==> src/hbts_defs.svh <==
`ifndef HBTS_DEFS_SVH
`define HBTS_DEFS_SVH
`define HBTS_ADDR_W 29
`define HBTS_ADDR_LO_W 14
`define HBTS_REQ_W 5
`define HBTS_DATA_W 64
`define HBTS_GRP_N 4
`define HBTS_GRP_W 16
`define HBTS_RS_IDLE 3'h0
`define HBTS_RS_RETRY 3'h1
`define HBTS_RS_DEFER 3'h2
`define HBTS_RS_NODATA 3'h5
`define HBTS_RS_IWB 3'h6
`define HBTS_RS_NORMAL 3'h7
`define HBTS_LINK_DIV 3'h4
`define HBTS_TRDY_DLY 3'h2
`endif

==> src/hbts_pkg.sv <==
`default_nettype none
`include "hbts_defs.svh"
package hbts_pkg;
  typedef logic [`HBTS_ADDR_W-1:0] hbts_addr_t;
  typedef logic [`HBTS_REQ_W-1:0] hbts_req_t;
  typedef logic [`HBTS_DATA_W-1:0] hbts_data_t;
  typedef logic [2:0] hbts_rs_t;
  typedef enum logic [1:0]
  {
    HBTS_SNP_NONE = 2'b00,
    HBTS_SNP_CLEAN = 2'b01,
    HBTS_SNP_MOD = 2'b10,
    HBTS_SNP_STALL = 2'b11
  } hbts_snp_t;
endpackage : hbts_pkg
`default_nettype wire

==> src/hbts_if.sv <==
`timescale 1ns/1ps
`default_nettype none
interface hbts_if;
  // Wire levels, active low, inverted data and address
  logic req_strobe_n;
  logic [1:0] address_strobe_pair_n;
  logic [13:0] addr_lo_n;
  logic [14:0] addr_hi_n;
  logic [4:0] request_command_lines_n;
  logic [3:0] data_strobe_positive_n;
  logic [3:0] data_strobe_negative_n;
  logic [63:0] host_data_lines_n;
  logic [3:0] data_inversion_flags_n;
  logic bus_lock_n;
  logic clean_snoop_hit_n;
  logic modified_snoop_hit_n;
  logic target_data_ready_n;
  logic [2:0] response_status_code_n;
  modport proc (output req_strobe_n, address_strobe_pair_n, addr_lo_n, addr_hi_n, request_command_lines_n,
    data_strobe_positive_n, data_strobe_negative_n, host_data_lines_n, data_inversion_flags_n, bus_lock_n,
    clean_snoop_hit_n, modified_snoop_hit_n,
    input target_data_ready_n, response_status_code_n);
  modport hub (input req_strobe_n, address_strobe_pair_n, addr_lo_n, addr_hi_n, request_command_lines_n,
    data_strobe_positive_n, data_strobe_negative_n, host_data_lines_n, data_inversion_flags_n, bus_lock_n,
    clean_snoop_hit_n, modified_snoop_hit_n,
    output target_data_ready_n, response_status_code_n);
endinterface : hbts_if
`default_nettype wire

==> src/hbts_hub.sv <==
`timescale 1ns/1ps
`default_nettype none
`include "hbts_defs.svh"
module hbts_hub
(
  // Clock and reset
  input wire logic clk_i,
  input wire logic resetn_i,
  input wire logic ce_i,
  // User side
  input wire logic data_ok_i,
  input wire hbts_pkg::hbts_rs_t resp_sel_i,
  input wire logic hub_snoop_req_i,
  output logic hub_snoop_gnt_o,
  output logic req_valid_o,
  output hbts_pkg::hbts_addr_t req_addr_o,
  output logic [9:0] req_cmd_o,
  output hbts_pkg::hbts_data_t data_o,
  output logic data_valid_o,
  output hbts_pkg::hbts_snp_t snoop_o,
  // Link
  hbts_if.hub bus
);
  import hbts_pkg::*;
  typedef enum logic [2:0]
  {
    HBTS_H_IDLE = 3'b000,
    HBTS_H_REQ2 = 3'b001,
    HBTS_H_SNOOP = 3'b010,
    HBTS_H_TRDY = 3'b011,
    HBTS_H_DATA = 3'b100,
    HBTS_H_RESP = 3'b101
  } hbts_hst_t;
  hbts_hst_t st_ff;
  logic [1:0] ads_s_ff, lock_s_ff, hit_s_ff, modified_snoop_hit_s_ff;
  logic [3:0] astb_s_ff, dstb_s_ff;
  logic [13:0] alo_s1_ff, alo_s2_ff;
  logic [14:0] ahi_s1_ff, ahi_s2_ff;
  logic [4:0] cmd_s1_ff, cmd_s2_ff;
  logic [63:0] d_s1_ff, d_s2_ff;
  logic [3:0] inv_s1_ff, inv_s2_ff;
  logic dstb_prev_ff;
  logic [1:0] ph_ff;
  logic [2:0] dly_ff;
  logic locked_ff;
  logic gnt_ff, req_valid_ff, data_valid_ff;
  hbts_addr_t addr_ff;
  logic [9:0] cmd_ff;
  hbts_data_t data_ff;
  hbts_snp_t snp_ff;
  logic trdy_n_ff;
  hbts_rs_t rs_ff;
  // Legal codes only; anything else reads as normal data
  function automatic hbts_rs_t legal_rs(input hbts_rs_t c);
    case (c)
      `HBTS_RS_RETRY, `HBTS_RS_DEFER, `HBTS_RS_NODATA, `HBTS_RS_IWB, `HBTS_RS_NORMAL: legal_rs = c;
      default: legal_rs = `HBTS_RS_NORMAL;
    endcase
  endfunction : legal_rs
  assign hub_snoop_gnt_o = gnt_ff;
  assign req_valid_o = req_valid_ff;
  assign req_addr_o = addr_ff;
  assign req_cmd_o = cmd_ff;
  assign data_o = data_ff;
  assign data_valid_o = data_valid_ff;
  assign snoop_o = snp_ff;
  assign bus.target_data_ready_n = trdy_n_ff;
  assign bus.response_status_code_n = ~rs_ff;
  // Two-stage sync of every pin except data strobe groups 1 to 3; only stage two is read
  always_ff @(posedge clk_i or negedge resetn_i)
    if (!resetn_i)
    begin
      ads_s_ff <= 2'h3;
      lock_s_ff <= 2'h3;
      hit_s_ff <= 2'h3;
      modified_snoop_hit_s_ff <= 2'h3;
      astb_s_ff <= 4'hF;
      // Idle strobe levels, so no false data edge follows reset
      dstb_s_ff <= 4'hA;
      alo_s1_ff <= '1;
      alo_s2_ff <= '1;
      ahi_s1_ff <= '1;
      ahi_s2_ff <= '1;
      cmd_s1_ff <= '1;
      cmd_s2_ff <= '1;
      d_s1_ff <= '1;
      d_s2_ff <= '1;
      inv_s1_ff <= '1;
      inv_s2_ff <= '1;
    end
    else if (ce_i)
    begin
      ads_s_ff <= {ads_s_ff[0], bus.req_strobe_n};
      lock_s_ff <= {lock_s_ff[0], bus.bus_lock_n};
      hit_s_ff <= {hit_s_ff[0], bus.clean_snoop_hit_n};
      modified_snoop_hit_s_ff <= {modified_snoop_hit_s_ff[0], bus.modified_snoop_hit_n};
      astb_s_ff <= {astb_s_ff[1:0], bus.address_strobe_pair_n};
      dstb_s_ff <= {dstb_s_ff[1:0], bus.data_strobe_positive_n[0], bus.data_strobe_negative_n[0]};
      alo_s1_ff <= bus.addr_lo_n;
      alo_s2_ff <= alo_s1_ff;
      ahi_s1_ff <= bus.addr_hi_n;
      ahi_s2_ff <= ahi_s1_ff;
      cmd_s1_ff <= bus.request_command_lines_n;
      cmd_s2_ff <= cmd_s1_ff;
      d_s1_ff <= bus.host_data_lines_n;
      d_s2_ff <= d_s1_ff;
      inv_s1_ff <= bus.data_inversion_flags_n;
      inv_s2_ff <= inv_s1_ff;
    end
  // Lock window and hub snoop gating
  always_ff @(posedge clk_i or negedge resetn_i)
    if (!resetn_i)
    begin
      locked_ff <= 1'b0;
      gnt_ff <= 1'b0;
    end
    else if (ce_i)
    begin
      if (lock_s_ff[1])
        locked_ff <= 1'b0;
      else if (!ads_s_ff[1])
        locked_ff <= 1'b1;
      gnt_ff <= hub_snoop_req_i && !locked_ff && lock_s_ff[1];
    end
  always_ff @(posedge clk_i or negedge resetn_i)
    if (!resetn_i)
    begin
      st_ff <= HBTS_H_IDLE;
      ph_ff <= 2'h0;
      dly_ff <= 3'h0;
      dstb_prev_ff <= 1'b1;
      req_valid_ff <= 1'b0;
      data_valid_ff <= 1'b0;
      addr_ff <= '0;
      cmd_ff <= '0;
      data_ff <= '0;
      snp_ff <= HBTS_SNP_NONE;
      trdy_n_ff <= 1'b1;
      rs_ff <= `HBTS_RS_IDLE;
    end
    else if (ce_i)
    begin
      req_valid_ff <= 1'b0;
      data_valid_ff <= 1'b0;
      dstb_prev_ff <= dstb_s_ff[3];
      rs_ff <= `HBTS_RS_IDLE;
      case (st_ff)
        HBTS_H_IDLE:
          if (!ads_s_ff[1] && astb_s_ff[3:2] == 2'h0)
          begin
            addr_ff <= {~ahi_s2_ff, ~alo_s2_ff};
            snp_ff <= HBTS_SNP_NONE;
            cmd_ff[4:0] <= ~cmd_s2_ff;
            st_ff <= HBTS_H_REQ2;
          end
        HBTS_H_REQ2:
          if (astb_s_ff[3:2] == 2'h3)
          begin
            cmd_ff[9:5] <= ~cmd_s2_ff;
            req_valid_ff <= 1'b1;
            st_ff <= HBTS_H_SNOOP;
          end
        HBTS_H_SNOOP:
          if (!hit_s_ff[1] || !modified_snoop_hit_s_ff[1])
          begin
            // Stall code keeps the window open and is no result
            if (!(!hit_s_ff[1] && !modified_snoop_hit_s_ff[1]))
            begin
              snp_ff <= hbts_snp_t'({~modified_snoop_hit_s_ff[1], ~hit_s_ff[1]});
              st_ff <= HBTS_H_TRDY;
            end
          end
          else if (dly_ff == `HBTS_TRDY_DLY)
            st_ff <= HBTS_H_TRDY;
          else
            dly_ff <= dly_ff + 3'h1;
        HBTS_H_TRDY:
        begin
          dly_ff <= 3'h0;
          if (data_ok_i)
          begin
            trdy_n_ff <= 1'b0;
            ph_ff <= 2'h0;
            st_ff <= HBTS_H_DATA;
          end
        end
        HBTS_H_DATA:
          if (dstb_s_ff[3] != dstb_prev_ff)
          begin
            trdy_n_ff <= 1'b1;
            data_ff[ph_ff*16 +: 16] <= inv_s2_ff[0] ? ~d_s2_ff[15:0] : d_s2_ff[15:0];
            ph_ff <= ph_ff + 2'h1;
            if (ph_ff == 2'h3)
              st_ff <= HBTS_H_RESP;
          end
        HBTS_H_RESP:
        begin
          rs_ff <= legal_rs(resp_sel_i);
          data_valid_ff <= 1'b1;
          st_ff <= HBTS_H_IDLE;
        end
        default:
          st_ff <= HBTS_H_IDLE;
      endcase
    end
endmodule : hbts_hub
`default_nettype wire

==> src/flat_wrapper.sv <==
// flat-port wrapper written by rule: the top's interface ports become plain ports
module hbts_hub_flat import hbts_pkg::*;
  (clk_i, resetn_i, ce_i, data_ok_i, resp_sel_i, hub_snoop_req_i, hub_snoop_gnt_o, req_valid_o, req_addr_o, req_cmd_o, data_o, data_valid_o, snoop_o, bus_req_strobe_n, bus_address_strobe_pair_n, bus_addr_lo_n, bus_addr_hi_n, bus_request_command_lines_n, bus_data_strobe_positive_n, bus_data_strobe_negative_n, bus_host_data_lines_n, bus_data_inversion_flags_n, bus_bus_lock_n, bus_clean_snoop_hit_n, bus_modified_snoop_hit_n, bus_target_data_ready_n, bus_response_status_code_n);
  hbts_if bus_i ();
  input wire logic clk_i;
  input wire logic resetn_i;
  input wire logic ce_i;
  input wire logic data_ok_i;
  input wire hbts_pkg::hbts_rs_t resp_sel_i;
  input wire logic hub_snoop_req_i;
  output logic hub_snoop_gnt_o;
  output logic req_valid_o;
  output hbts_pkg::hbts_addr_t req_addr_o;
  output logic [9:0] req_cmd_o;
  output hbts_pkg::hbts_data_t data_o;
  output logic data_valid_o;
  output hbts_pkg::hbts_snp_t snoop_o;
  input wire logic [$bits(bus_i.req_strobe_n)-1:0] bus_req_strobe_n;
  input wire logic [$bits(bus_i.address_strobe_pair_n)-1:0] bus_address_strobe_pair_n;
  input wire logic [$bits(bus_i.addr_lo_n)-1:0] bus_addr_lo_n;
  input wire logic [$bits(bus_i.addr_hi_n)-1:0] bus_addr_hi_n;
  input wire logic [$bits(bus_i.request_command_lines_n)-1:0] bus_request_command_lines_n;
  input wire logic [$bits(bus_i.data_strobe_positive_n)-1:0] bus_data_strobe_positive_n;
  input wire logic [$bits(bus_i.data_strobe_negative_n)-1:0] bus_data_strobe_negative_n;
  input wire logic [$bits(bus_i.host_data_lines_n)-1:0] bus_host_data_lines_n;
  input wire logic [$bits(bus_i.data_inversion_flags_n)-1:0] bus_data_inversion_flags_n;
  input wire logic [$bits(bus_i.bus_lock_n)-1:0] bus_bus_lock_n;
  input wire logic [$bits(bus_i.clean_snoop_hit_n)-1:0] bus_clean_snoop_hit_n;
  input wire logic [$bits(bus_i.modified_snoop_hit_n)-1:0] bus_modified_snoop_hit_n;
  output wire logic [$bits(bus_i.target_data_ready_n)-1:0] bus_target_data_ready_n;
  output wire logic [$bits(bus_i.response_status_code_n)-1:0] bus_response_status_code_n;
  assign bus_i.req_strobe_n = bus_req_strobe_n;
  assign bus_i.address_strobe_pair_n = bus_address_strobe_pair_n;
  assign bus_i.addr_lo_n = bus_addr_lo_n;
  assign bus_i.addr_hi_n = bus_addr_hi_n;
  assign bus_i.request_command_lines_n = bus_request_command_lines_n;
  assign bus_i.data_strobe_positive_n = bus_data_strobe_positive_n;
  assign bus_i.data_strobe_negative_n = bus_data_strobe_negative_n;
  assign bus_i.host_data_lines_n = bus_host_data_lines_n;
  assign bus_i.data_inversion_flags_n = bus_data_inversion_flags_n;
  assign bus_i.bus_lock_n = bus_bus_lock_n;
  assign bus_i.clean_snoop_hit_n = bus_clean_snoop_hit_n;
  assign bus_i.modified_snoop_hit_n = bus_modified_snoop_hit_n;
  assign bus_target_data_ready_n = bus_i.target_data_ready_n;
  assign bus_response_status_code_n = bus_i.response_status_code_n;
  hbts_hub u_core (.clk_i(clk_i), .resetn_i(resetn_i), .ce_i(ce_i), .data_ok_i(data_ok_i), .resp_sel_i(resp_sel_i), .hub_snoop_req_i(hub_snoop_req_i), .hub_snoop_gnt_o(hub_snoop_gnt_o), .req_valid_o(req_valid_o), .req_addr_o(req_addr_o), .req_cmd_o(req_cmd_o), .data_o(data_o), .data_valid_o(data_valid_o), .snoop_o(snoop_o), .bus(bus_i));
endmodule
==> config.mk <==
export PLATFORM = sky130hd
export DESIGN_NAME = hbts_hub_flat
export DESIGN_NICKNAME = d
export VERILOG_FILES = /design/src/hbts_pkg.sv /design/src/hbts_if.sv /design/src/hbts_hub.sv /design/src/flat_wrapper.sv
export VERILOG_INCLUDE_DIRS = /design/src
export SDC_FILE = /design/constraint.sdc
export NUM_CORES = 1
export LEC_CHECK = 0
export BUFFER_PORTS_ARGS = -buffer_cell sky130_fd_sc_hd__buf_2
export CAP_MARGIN = 20
export CELL_PAD_IN_SITES_DETAIL_PLACEMENT = 2
export CELL_PAD_IN_SITES_GLOBAL_PLACEMENT = 2
export CORE_MARGIN = 10
export CORE_UTILIZATION = 39
export DETAILED_ROUTE_END_ITERATION = 16
export PLACE_DENSITY_LB_ADDON = 0.1
export SETUP_SLACK_MARGIN = 0.5
export SYNTH_ARGS = -nofsm -noshare
export SYNTH_HDL_FRONTEND = slang
export SYNTH_SLANG_ARGS = --single-unit
==> constraint.sdc <==
create_clock -name clk_i -period 5.54 [get_ports clk_i]
set_input_delay 0.831 -clock clk_i [delete_from_list [all_inputs] [get_ports clk_i]]
set_output_delay 0.831 -clock clk_i [all_outputs]
set_load 0.05 [all_outputs]
==> flow_summary.json, run 1 <==
{
  "drtPass1Iterations": 4,
  "dieArea_um2": 32090,
  "critPathMostFrequentCell": "buf_4",
  "p_sw_mw": 2.188,
  "core_area_um2": 25040,
  "synthTopCellsByCount": "140 x mux2_2, 120 x dfrtp_1, 118 x dfstp_2",
  "placed_cells_incl_taps": 1184,
  "synth-compound-area-share_pct": 3.838,
  "yosys.area_share.xor_xnor_pct": 1.507,
  "synth-main-ff-cell": "dfrtp_1",
  "status": "complete, no violations",
  "cap_violations": 0,
  "grt_antenna_before_repair": 4,
  "dp_hpwl_mm": 17.41,
  "syn_nets": 842,
  "pwr-share-comb_pct": 29.3,
  "gp_congestion": 0.7835,
  "grt_pass1_wl_mm": 39.77,
  "track_usage_pct": 15.39,
  "ys_top_cells_by_area": "dfstp_2 31%, dfrtp_1 30%, mux2_2 16%",
  "p_clk_share_pct": 30.9,
  "ctsHtreeMaxLevel": 1,
  "min_period_over_period_pct": 44.37,
  "drive_gt1_share_pct": 58.52,
  "netlist_instances": 710,
  "final-setup-viol-count": 0,
  "hold_violations": 0,
  "rr_worst_depth": 5,
  "ys_async_sr_fraction_pct": 100.0,
  "clock_path_buffers": 3,
  "syn_avg_cell_area_um2": 13.91,
  "yosys.cell_types.count": 40,
  "nets": 1015,
  "instances_no_fill": 1235,
  "synth.area.mux_share_pct": 22.24,
  "clock_sinks": 238,
  "cts_tree": "yes",
  "cpMaxStageDelayCell": "buf_4",
  "synth_top_family_by_area": "multiplexers",
  "grt_max_degree": 126,
  "routed_wl_mm": 24.83,
  "via_per_inst": 4.959,
  "grt-ovfl-total": 0,
  "worstPathCellList": "buf_4 -> buf_4 -> nand3_1 -> o22ai_1",
  "drt_iter0_drc": 198,
  "synth_largest_area_cell": "dfstp_2",
  "cp-start-kind": "primary input",
  "layout_min_cycle_time_ps": 2458,
  "r2r_setup_slack_ps": 3360,
  "critPathArrivalTime_ps": 2890,
  "synth_top_cell_area_share_pct": 31.39,
  "num_vias": 6124,
  "clock-skew-final_ps": 12.94,
  "cts-root-buf": "clkbuf_16",
  "synth_fa_ha_area_share_pct": 1.013,
  "numCtsBuffers": 27,
  "drc": 0,
  "slew_headroom_pct": 33.46,
  "wire_per_inst_um": 20.11,
  "grt_busiest_layer": "met2",
  "start_util_pct": 39.46,
  "synth_area_um2": 9878,
  "cts_resized": 0,
  "total_power_mw": 5.966,
  "power.share.switching_pct": 36.68,
  "startpoint": "ce_i",
  "use_met3_pct": 5.160,
  "synth-edff-count": 0,
  "met1_usage_pct": 17.32,
  "cp-end-kind": "flop",
  "die_x_um": 179.2,
  "ant_nets": 0,
  "slowest_delay_ps": 860,
  "cp.required_ps": 5970,
  "path_max_fanout": 81,
  "grt_util_met2_pct": 27.25,
  "max_freq_mhz": 406.8,
  "yosysWarnings": 0,
  "synthToLayoutAreaGrowth_pct": 20.86,
  "synth-simple-area-share_pct": 6.992,
  "synth_seq_cells": 238,
  "hold_path_class": "in -> async",
  "place_area_um2": 11010,
  "ioPinCount": 236,
  "final_max_slew_viol_count": 0,
  "ys_seq_area_share_pct": 61.79,
  "grt_pass1_vias": 7143,
  "post-cts-setup-buffer-count": 0,
  "clock_latency_ps": 530,
  "seqPwrFrac_pct": 39.8,
  "internal-power_mw": 3.778,
  "rsz0062_at_grt": "false",
  "postCtsHoldBufs": 0,
  "p_leak_nw": 5.711,
  "rows": 58,
  "fp.dieH_um": 179.2,
  "critPathKind": "in -> reg",
  "timing.rr.start": "u_core.ph_ff[0]",
  "clkTransAtPathRegs_ps": 60,
  "port-buffer-count": 177,
  "ir_worst_vdd_v": 0.0002902,
  "worstMarginPinSlew_ps": 998.2,
  "final_area_um2": 11940,
  "p_per_area_nw_per_um2": 499.7,
  "setup_tns_ps": 0,
  "synth_most_common_cell": "mux2_2"
}
## sequential cells by signal (all words and copies together) (netlist names), 4 cells and up
signal             cells
u_core.ahi_s1_ff      15
u_core.ahi_s2_ff      15
u_core.alo_s1_ff      14
u_core.alo_s2_ff      14
u_core.astb_s_ff       4
u_core.cmd_s1_ff       5
u_core.cmd_s2_ff       5
u_core.d_s1_ff        16
u_core.d_s2_ff        16
u_core.data_o         64
u_core.req_addr_o     29
u_core.req_cmd_o      10
## per-stage QoR
step | hold slack, ps | setup slack (ps) | util [%]
after global placement | 459.1 | 2639 | 43.98
after global routing | 479.9 | 2907 | 47.68
after floorplan | 464.7 | 3557 | -
after detailed placement | 470.6 | 2430 | 43.98
final | 397.7 | 3082 | 47.69
after CTS | 430.9 | 3014 | 47.68
## worst paths after layout
kind / to
max: u_core.rs_ff[0]
min: u_core.data_o[30]
max reg2reg: u_core.data_o[8]
min reg2reg: u_core.req_cmd_o[6]
max in group asynchronous: u_core.snoop_o[0]
min in group clk_i: u_core.req_cmd_o[6]
## cell usage in the layout, fill, tap and decap left out, drive strengths merged, types with 2 or more instances in the layout
master and instances:
mux2i 2, nand3b 5, nand2 54, buf 181, nor4 2, nor3 3
o22ai 3, nor2 69, a31oi 2, o21ai 51, dfstp 118, nand4 3
dfrtp 120, clkinv 6, nor2b 4, nand3 3, inv 13, a21oi 6
clkbuf 38, xnor2 16, bufinv 5, ha 8, mux2 180
## critical path, delay by kind of cell
| kind | cells | cell delay [ps] |
|---|---|---|
| simple gates | 1 | 360 |
| buf+inv | 2 | 1370 |
| compound gates | 1 | 270 |
## metal layers
layer | wire length [um] | part of all wire (%) | up-vias
li1 | - | - | 2773
met2 | 12820 | 52 | 140
met4 | 498 | 2.0 | 6
met1 | 9422 | 38 | 3165
met5 | 41 | 0.17 | -
met3 | 2052 | 8.3 | 40
## cell type report
class                      count  area [um^2]
tap                          330        412.9
multi-input combinational    423         3521
clock inverter                12        188.9
sequential                   238         6103
clock buffer                  38        737.0
fill                        2407        13100
inverter                      12        45.04
antenna                        1        2.502
timing repair buffer         181        928.4
## power by group through the flow
stage	clock, mW	sequential [mW]	combinational, mW
after global placement	0	2.37	1.70
after global routing	1.99	2.43	1.89
after detailed placement	0	2.40	1.77
final	1.84	2.37	1.75
after CTS	1.91	2.38	1.79
after floorplan	0	3.00	0.634
## logic make-up after synthesis
logic type / after synthesis
multiplexers: 182
AND/OR/NAND/NOR: 147
flip-flops: 238
AO/OA/AOI/OAI: 69
adder cells (fa/ha/maj): 8
XOR/XNOR: 17
buffers and inverters: 49
(Power assumes the default switching activity.)
==> inputs of run 2 (changes only) <==
--- a/config.mk
+++ b/config.mk
@@ -11,7 +11,7 @@
 export CELL_PAD_IN_SITES_DETAIL_PLACEMENT = 2
 export CELL_PAD_IN_SITES_GLOBAL_PLACEMENT = 2
 export CORE_MARGIN = 10
-export CORE_UTILIZATION = 39
+export CORE_UTILIZATION = 33
 export DETAILED_ROUTE_END_ITERATION = 16
 export PLACE_DENSITY_LB_ADDON = 0.1
 export SETUP_SLACK_MARGIN = 0.5
==> constraint.sdc (replaced) <==
create_clock -name clk_i -period 2.15 [get_ports clk_i]
set_input_delay 0.3225 -clock clk_i [delete_from_list [all_inputs] [get_ports clk_i]]
set_output_delay 0.3225 -clock clk_i [all_outputs]
set_load 0.05 [all_outputs]
==> run 2 against run 1 <==
Net effect:
- combinational power rose to 2.7 times the previous value
- die area rose by 16%
- critical path type is now reg -> reg
- register-to-register slack got worse by 3000 ps
- largest power group unchanged
- utilization fell by 5.1 points
- first-iteration DRC count rose by 16%
==> flow_summary.json, run 2 (synthesized netlist as in run 1, its figures left out) <==
{
  "mostFrequentLayoutCells": "174 x buf_2, 140 x mux2_2, 118 x dfrtp_1",
  "clock-skew-final_ps": 9.337,
  "die_x_um": 193.0,
  "clkTransAtPathRegs_ps": 60,
  "startpoint": "u_core.dstb_s_ff[3]",
  "routed_wl_mm": 26.81,
  "gp_congestion": 0.7287,
  "grt_pass1_vias": 7282,
  "clock_path_buffers": 3,
  "drtPass1Iterations": 6,
  "cts-root-buf": "clkbuf_16",
  "ioPinCount": 236,
  "nets": 1064,
  "cp.required_ps": 2570,
  "start_util_pct": 33.42,
  "grt_antenna_before_repair": 4,
  "timing.rr.start": "u_core.dstb_s_ff[3]",
  "slew_headroom_pct": 57.90,
  "hold_path_class": "in -> reg",
  "clock_sinks": 238,
  "drt_iter0_drc": 230,
  "cp-start-kind": "flop",
  "placed_cells_incl_taps": 1254,
  "p_leak_nw": 5.976,
  "use_met3_pct": 4.622,
  "preCtsSetupSlack_ps": 142.0,
  "fill_cells": 2966,
  "cap_violations": 0,
  "final_common_cell": "buf_2",
  "ctsHtreeMaxLevel": 1,
  "port-buffer-count": 177,
  "instances_no_fill": 1345,
  "via_per_inst": 4.645,
  "largest_register_ffs": 64,
  "ant_nets": 0,
  "r2r_setup_slack_ps": 390,
  "p_per_area_nw_per_um2": 1230,
  "core_area_um2": 29560,
  "numCtsBuffers": 28,
  "drc": 0,
  "fp.dieH_um": 193.0,
  "rr_worst_depth": 5,
  "track_usage_pct": 14.23,
  "ir_worst_vdd_v": 0.0006002,
  "grt_util_met2_pct": 24.54,
  "fin_ws_ps": 391.3,
  "met1_usage_pct": 16.72,
  "layout_min_cycle_time_ps": 1759,
  "synthToLayoutAreaGrowth_pct": 27.42,
  "final-setup-viol-count": 0,
  "num_vias": 6248,
  "dp_hpwl_mm": 18.41,
  "grt_busiest_layer": "met2",
  "min_period_over_period_pct": 81.80,
  "dieArea_um2": 37250,
  "grt-ovfl-total": 0,
  "critPathKind": "reg -> reg",
  "wire_per_inst_um": 19.93,
  "max_freq_mhz": 568.6,
  "critPathArrivalTime_ps": 2180,
  "rows": 63,
  "setup_tns_ps": 0,
  "cp-end-kind": "flop",
  "reg2reg_to": "u_core.data_o[47]",
  "path_max_fanout": 8,
  "clock_latency_ps": 540,
  "drive_gt1_share_pct": 58.70,
  "final_max_slew_viol_count": 0,
  "worstMarginPinSlew_ps": 626.9,
  "grt_pass1_wl_mm": 42.22,
  "hold_violations": 0,
  "grt_max_degree": 77,
  "cts_tree": "yes",
  "status": "complete, no violations",
  "rsz0062_at_grt": "true",
  "crit_path_end": "u_core.data_o[47]"
}
==> run 2: cell types whose count changed in the layout (fill, tap and decap cells not counted), sizes merged <==
| cell | change |
|---|---|
| nand2 | +4 |
| clkbuf | +6 |
| dlygate4sd3 | +27 |
| buf | +16 |
| bufinv | -5 |
| inv | -1 |
| clkinvlp | +1 |
| clkinv | +2 |
==> run 2: timing repair <==
action                     in CTS  in global routing
hold endpoints to repair       64                  0
gates resized for setup         6                  9
setup endpoints to repair      88                103
hold buffers                   27                  0
buffers inserted                4                  2
pin swaps                       5                  3
cloned                          3                  2
==> run 2: layer usage <==
| metal | vias up | routed length, um |
|---|---|---|
| met2 | 129 | 13560 |
| met5 | - | 24 |
| met3 | 45 | 1951 |
| li1 | 2877 | - |
| met1 | 3193 | 10590 |
| met4 | 4 | 682 |
==> run 2: area by class of cell <==
type / count / area [um^2] / area share (%)
sequential: 238 / 6110 / 48.54
multi-input combinational: 427 / 3595 / 28.56
timing repair buffer: 225 / 1451 / 11.53
clock buffer: 43 / 848.3 / 6.740
tap: 390 / 488.0 / 3.877
clock inverter: 9 / 47.55 / 0.3777
inverter: 12 / 45.04 / 0.3579
antenna: 1 / 2.502 / 0.01988
==> run 2: power by group <==
group / total, mW / leakage (nW) / internal [mW] / switching [mW]
Clock: 4.56 / 0.447 / 2.70 / 1.86
Combinational: 4.81 / 2.69 / 1.43 / 3.38
Sequential: 6.11 / 2.84 / 5.54 / 0.569
==> run 2: worst max-delay path, cell delays in order (launching register included) <==
cell and delay, ps:
dfstp_2 540, xor2_1 170, and4_4 290, buf_12 170, nand2_4 130, mux2_4 330
==> run 2: per-stage QoR <==
stage / cell area [um^2] / hold slack (ps) / power, mW / utilization (%)
2_1_floorplan: 9932 / 26.91 / 9.419 / -
3_3_place_gp: 11240 / 300.5 / 10.63 / 38.03
3_5_place_dp: 11240 / 309.0 / 10.90 / 38.03
4_1_cts: 12500 / 0.4835 / 15.72 / 42.30
5_1_grt: 12590 / 2.832 / 16.44 / 42.58
6_report: 12590 / 25.99 / 15.48 / 42.58
==> run 2: how the worst min path moves through the flow <==
stage	start	end	slack, ps	cells after the start
2_1_floorplan	resetn_i	u_core.data_o[0]	30	0
3_3_place_gp	resetn_i	u_core.data_o[27]	300	1
3_5_place_dp	resetn_i	u_core.data_o[27]	310	1
4_1_cts	bus_addr_hi_n[2]	u_core.ahi_s1_ff[2]	0.5	2
5_1_grt	bus_addr_hi_n[12]	u_core.ahi_s1_ff[12]	3	2
6_report	bus_addr_hi_n[5]	u_core.ahi_s1_ff[5]	30	2
==> inputs of run 3 (changes only) <==
==> constraint.sdc (replaced) <==
create_clock -name clk_i -period 1.42 [get_ports clk_i]
set_input_delay 0.213 -clock clk_i [delete_from_list [all_inputs] [get_ports clk_i]]
set_output_delay 0.213 -clock clk_i [all_outputs]
set_load 0.05 [all_outputs]
==> run 3 against run 2 <==
Net effect:
- the flow now finishes with violations (negative setup slack)
- routed wire length is 33% higher
- total power up 85%
- die area stayed put
- clock power grew 53%
- sequential cell count unchanged
- utilization grew 12 points
- combinational power rose to 2.5 times the previous value
- global-route usage grew 2.8 points
- worst hold slack better by 3.1 ps
- clock skew up 11 ps
- register-to-register slack lost 670 ps
- worst setup slack worse by 670 ps
- critical endpoint is now u_core.data_o[41]
==> flow_summary.json, run 3 (synthesized netlist as in run 1, its figures left out) <==
{
  "critPathKind": "reg -> reg",
  "instances_no_fill": 1546,
  "rr_worst_depth": 5,
  "whs_endpoint": "u_core.rs_ff[2]",
  "max_freq_mhz": 587.7,
  "status": "finished with violations",
  "placed_cells_incl_taps": 1279,
  "clkTransAtPathRegs_ps": 60,
  "slew_headroom_pct": 49.74,
  "worstPathCellList": "inv_2 -> buf_4 -> ha_1 -> nand2_8 -> mux2_4",
  "grt_antenna_before_repair": 2,
  "cts-root-buf": "clkbuf_16",
  "whs_ps": 29.05,
  "timing.rr.start": "u_core.ph_ff[0]",
  "dieArea_um2": 37250,
  "ant_nets": 0,
  "drc": 0,
  "die_x_um": 193.0,
  "layout_min_cycle_time_ps": 1702,
  "largest_register_ffs": 64,
  "r2r_setup_slack_ps": -280,
  "final_util_pct": 54.60,
  "port-buffer-count": 177,
  "ctsHtreeMaxLevel": 1,
  "final-setup-viol-count": 95,
  "fin_ws_ps": -281.7,
  "clock_sinks": 238,
  "wire_per_inst_um": 23.01,
  "total_power_mw": 28.68,
  "gp_congestion": 0.7208,
  "p_leak_nw": 7.748,
  "nets": 1265,
  "cp-start-kind": "flop",
  "critPathArrivalTime_ps": 2120,
  "start_util_pct": 33.42,
  "drtPass1Iterations": 4,
  "core_area_um2": 29560,
  "slowest_delay_ps": 450,
  "preCtsSetupSlack_ps": -319.5,
  "hold_violations": 0,
  "routed_wl_mm": 35.57,
  "violations": "negative setup slack",
  "clock-skew-final_ps": 20.46,
  "setup_tns_ps": -18040,
  "cts_tree": "yes",
  "dp_hpwl_mm": 19.50,
  "cp-end-kind": "flop",
  "hold_path_class": "in -> reg",
  "cpMaxStageDelayCell": "ha_1",
  "fp.dieH_um": 193.0,
  "clock_latency_ps": 540,
  "track_usage_pct": 17.07,
  "hp-start": "resp_sel_i[2]",
  "drt_iter0_drc": 226,
  "p_per_area_nw_per_um2": 1777,
  "final_common_cell": "buf_4",
  "grt_pass1_wl_mm": 50.09,
  "rsz0062_at_grt": "true",
  "num_vias": 7332,
  "synthToLayoutAreaGrowth_pct": 63.39,
  "clock_path_buffers": 3,
  "cp.required_ps": 1840,
  "cap_violations": 0,
  "grt-ovfl-total": 0,
  "via_per_inst": 4.743,
  "reg2reg_to": "u_core.data_o[41]",
  "final_max_slew_viol_count": 0,
  "grt_max_degree": 92,
  "final_area_um2": 16140,
  "worstMarginPinSlew_ps": 753.9,
  "drive_gt1_share_pct": 71.43,
  "numCtsBuffers": 28,
  "min_period_over_period_pct": 119.8,
  "rows": 63,
  "hold_depth": 3,
  "ir_worst_vdd_v": 0.001527,
  "mostFrequentLayoutCells": "140 x buf_4, 135 x mux2_4, 126 x buf_6",
  "ioPinCount": 236,
  "path_max_fanout": 8,
  "grt_pass1_vias": 8544,
  "place_area_um2": 11910
}
==> run 3: cell types whose count changed in the layout (fill, tap and decap cells not counted), sizes merged <==
cell         previous run  this run
buf                   197       359
clkbuf                 44        46
clkinv                  8         6
clkinvlp                1         4
dlygate4sd3            27        64
inv                    12        10
nand3                   3         4
==> run 3: timing repair <==
item	CTS	global route
hold buffers	64	0
setup buffers	74	61
pin swaps	40	22
cloned	9	6
endpoints found under the setup margin	233	234
hold endpoints to repair	195	0
resized for setup	320	86
==> run 3: per-layer routing <==
| metal | track usage, % | routed length [um] | vias to the layer above |
|---|---|---|---|
| li1 | - | - | 3308 |
| met1 | 19.68 | 13630 | 3815 |
| met2 | 31.92 | 19640 | 164 |
| met3 | 3.183 | 1706 | 43 |
| met4 | 4.024 | 576 | 2 |
| met5 | 0 | 12 | - |
==> run 3: final cells by class <==
cell class	instances	area [um^2]
sequential	238	6110
tap	390	488.0
antenna	1	2.502
clock inverter	8	45.04
multi-input combinational	428	4514
inverter	12	55.05
timing repair buffer	425	4084
clock buffer	44	842.1
fill	2676	13420
==> run 3: worst max path at each step <==
| stage | start | to | slack (ps) | cells after the start |
|---|---|---|---|---|
| final | u_core.ph_ff[0] | u_core.data_o[41] | -280 | 5 |
| after global routing | u_core.dstb_prev_ff | u_core.data_o[41] | -360 | 5 |
| after CTS | u_core.dstb_prev_ff | u_core.data_o[1] | -320 | 5 |
| after detailed placement | u_core.dstb_prev_ff | u_core.data_o[31] | -320 | 4 |
| after global placement | u_core.dstb_prev_ff | u_core.data_o[30] | -310 | 4 |
| after floorplan | u_core.ph_ff[0] | u_core.data_o[54] | -260 | 7 |
==> run 3: critical path, delay by kind of cell (launching register included) <==
family	cells	cell delay, ps
flip-flops	1	400
AND/OR/NAND/NOR	1	160
multiplexers	1	340
adder cells (fa/ha/maj)	1	450
buffers and inverters	2	230
==> run 3: where the power goes <==
| part | leakage, nW | switching (mW) | internal [mW] |
|---|---|---|---|
| sequential | 2.83 | 1.20 | 8.40 |
| clock | 0.435 | 2.92 | 4.06 |
| combinational | 4.48 | 6.57 | 5.53 |
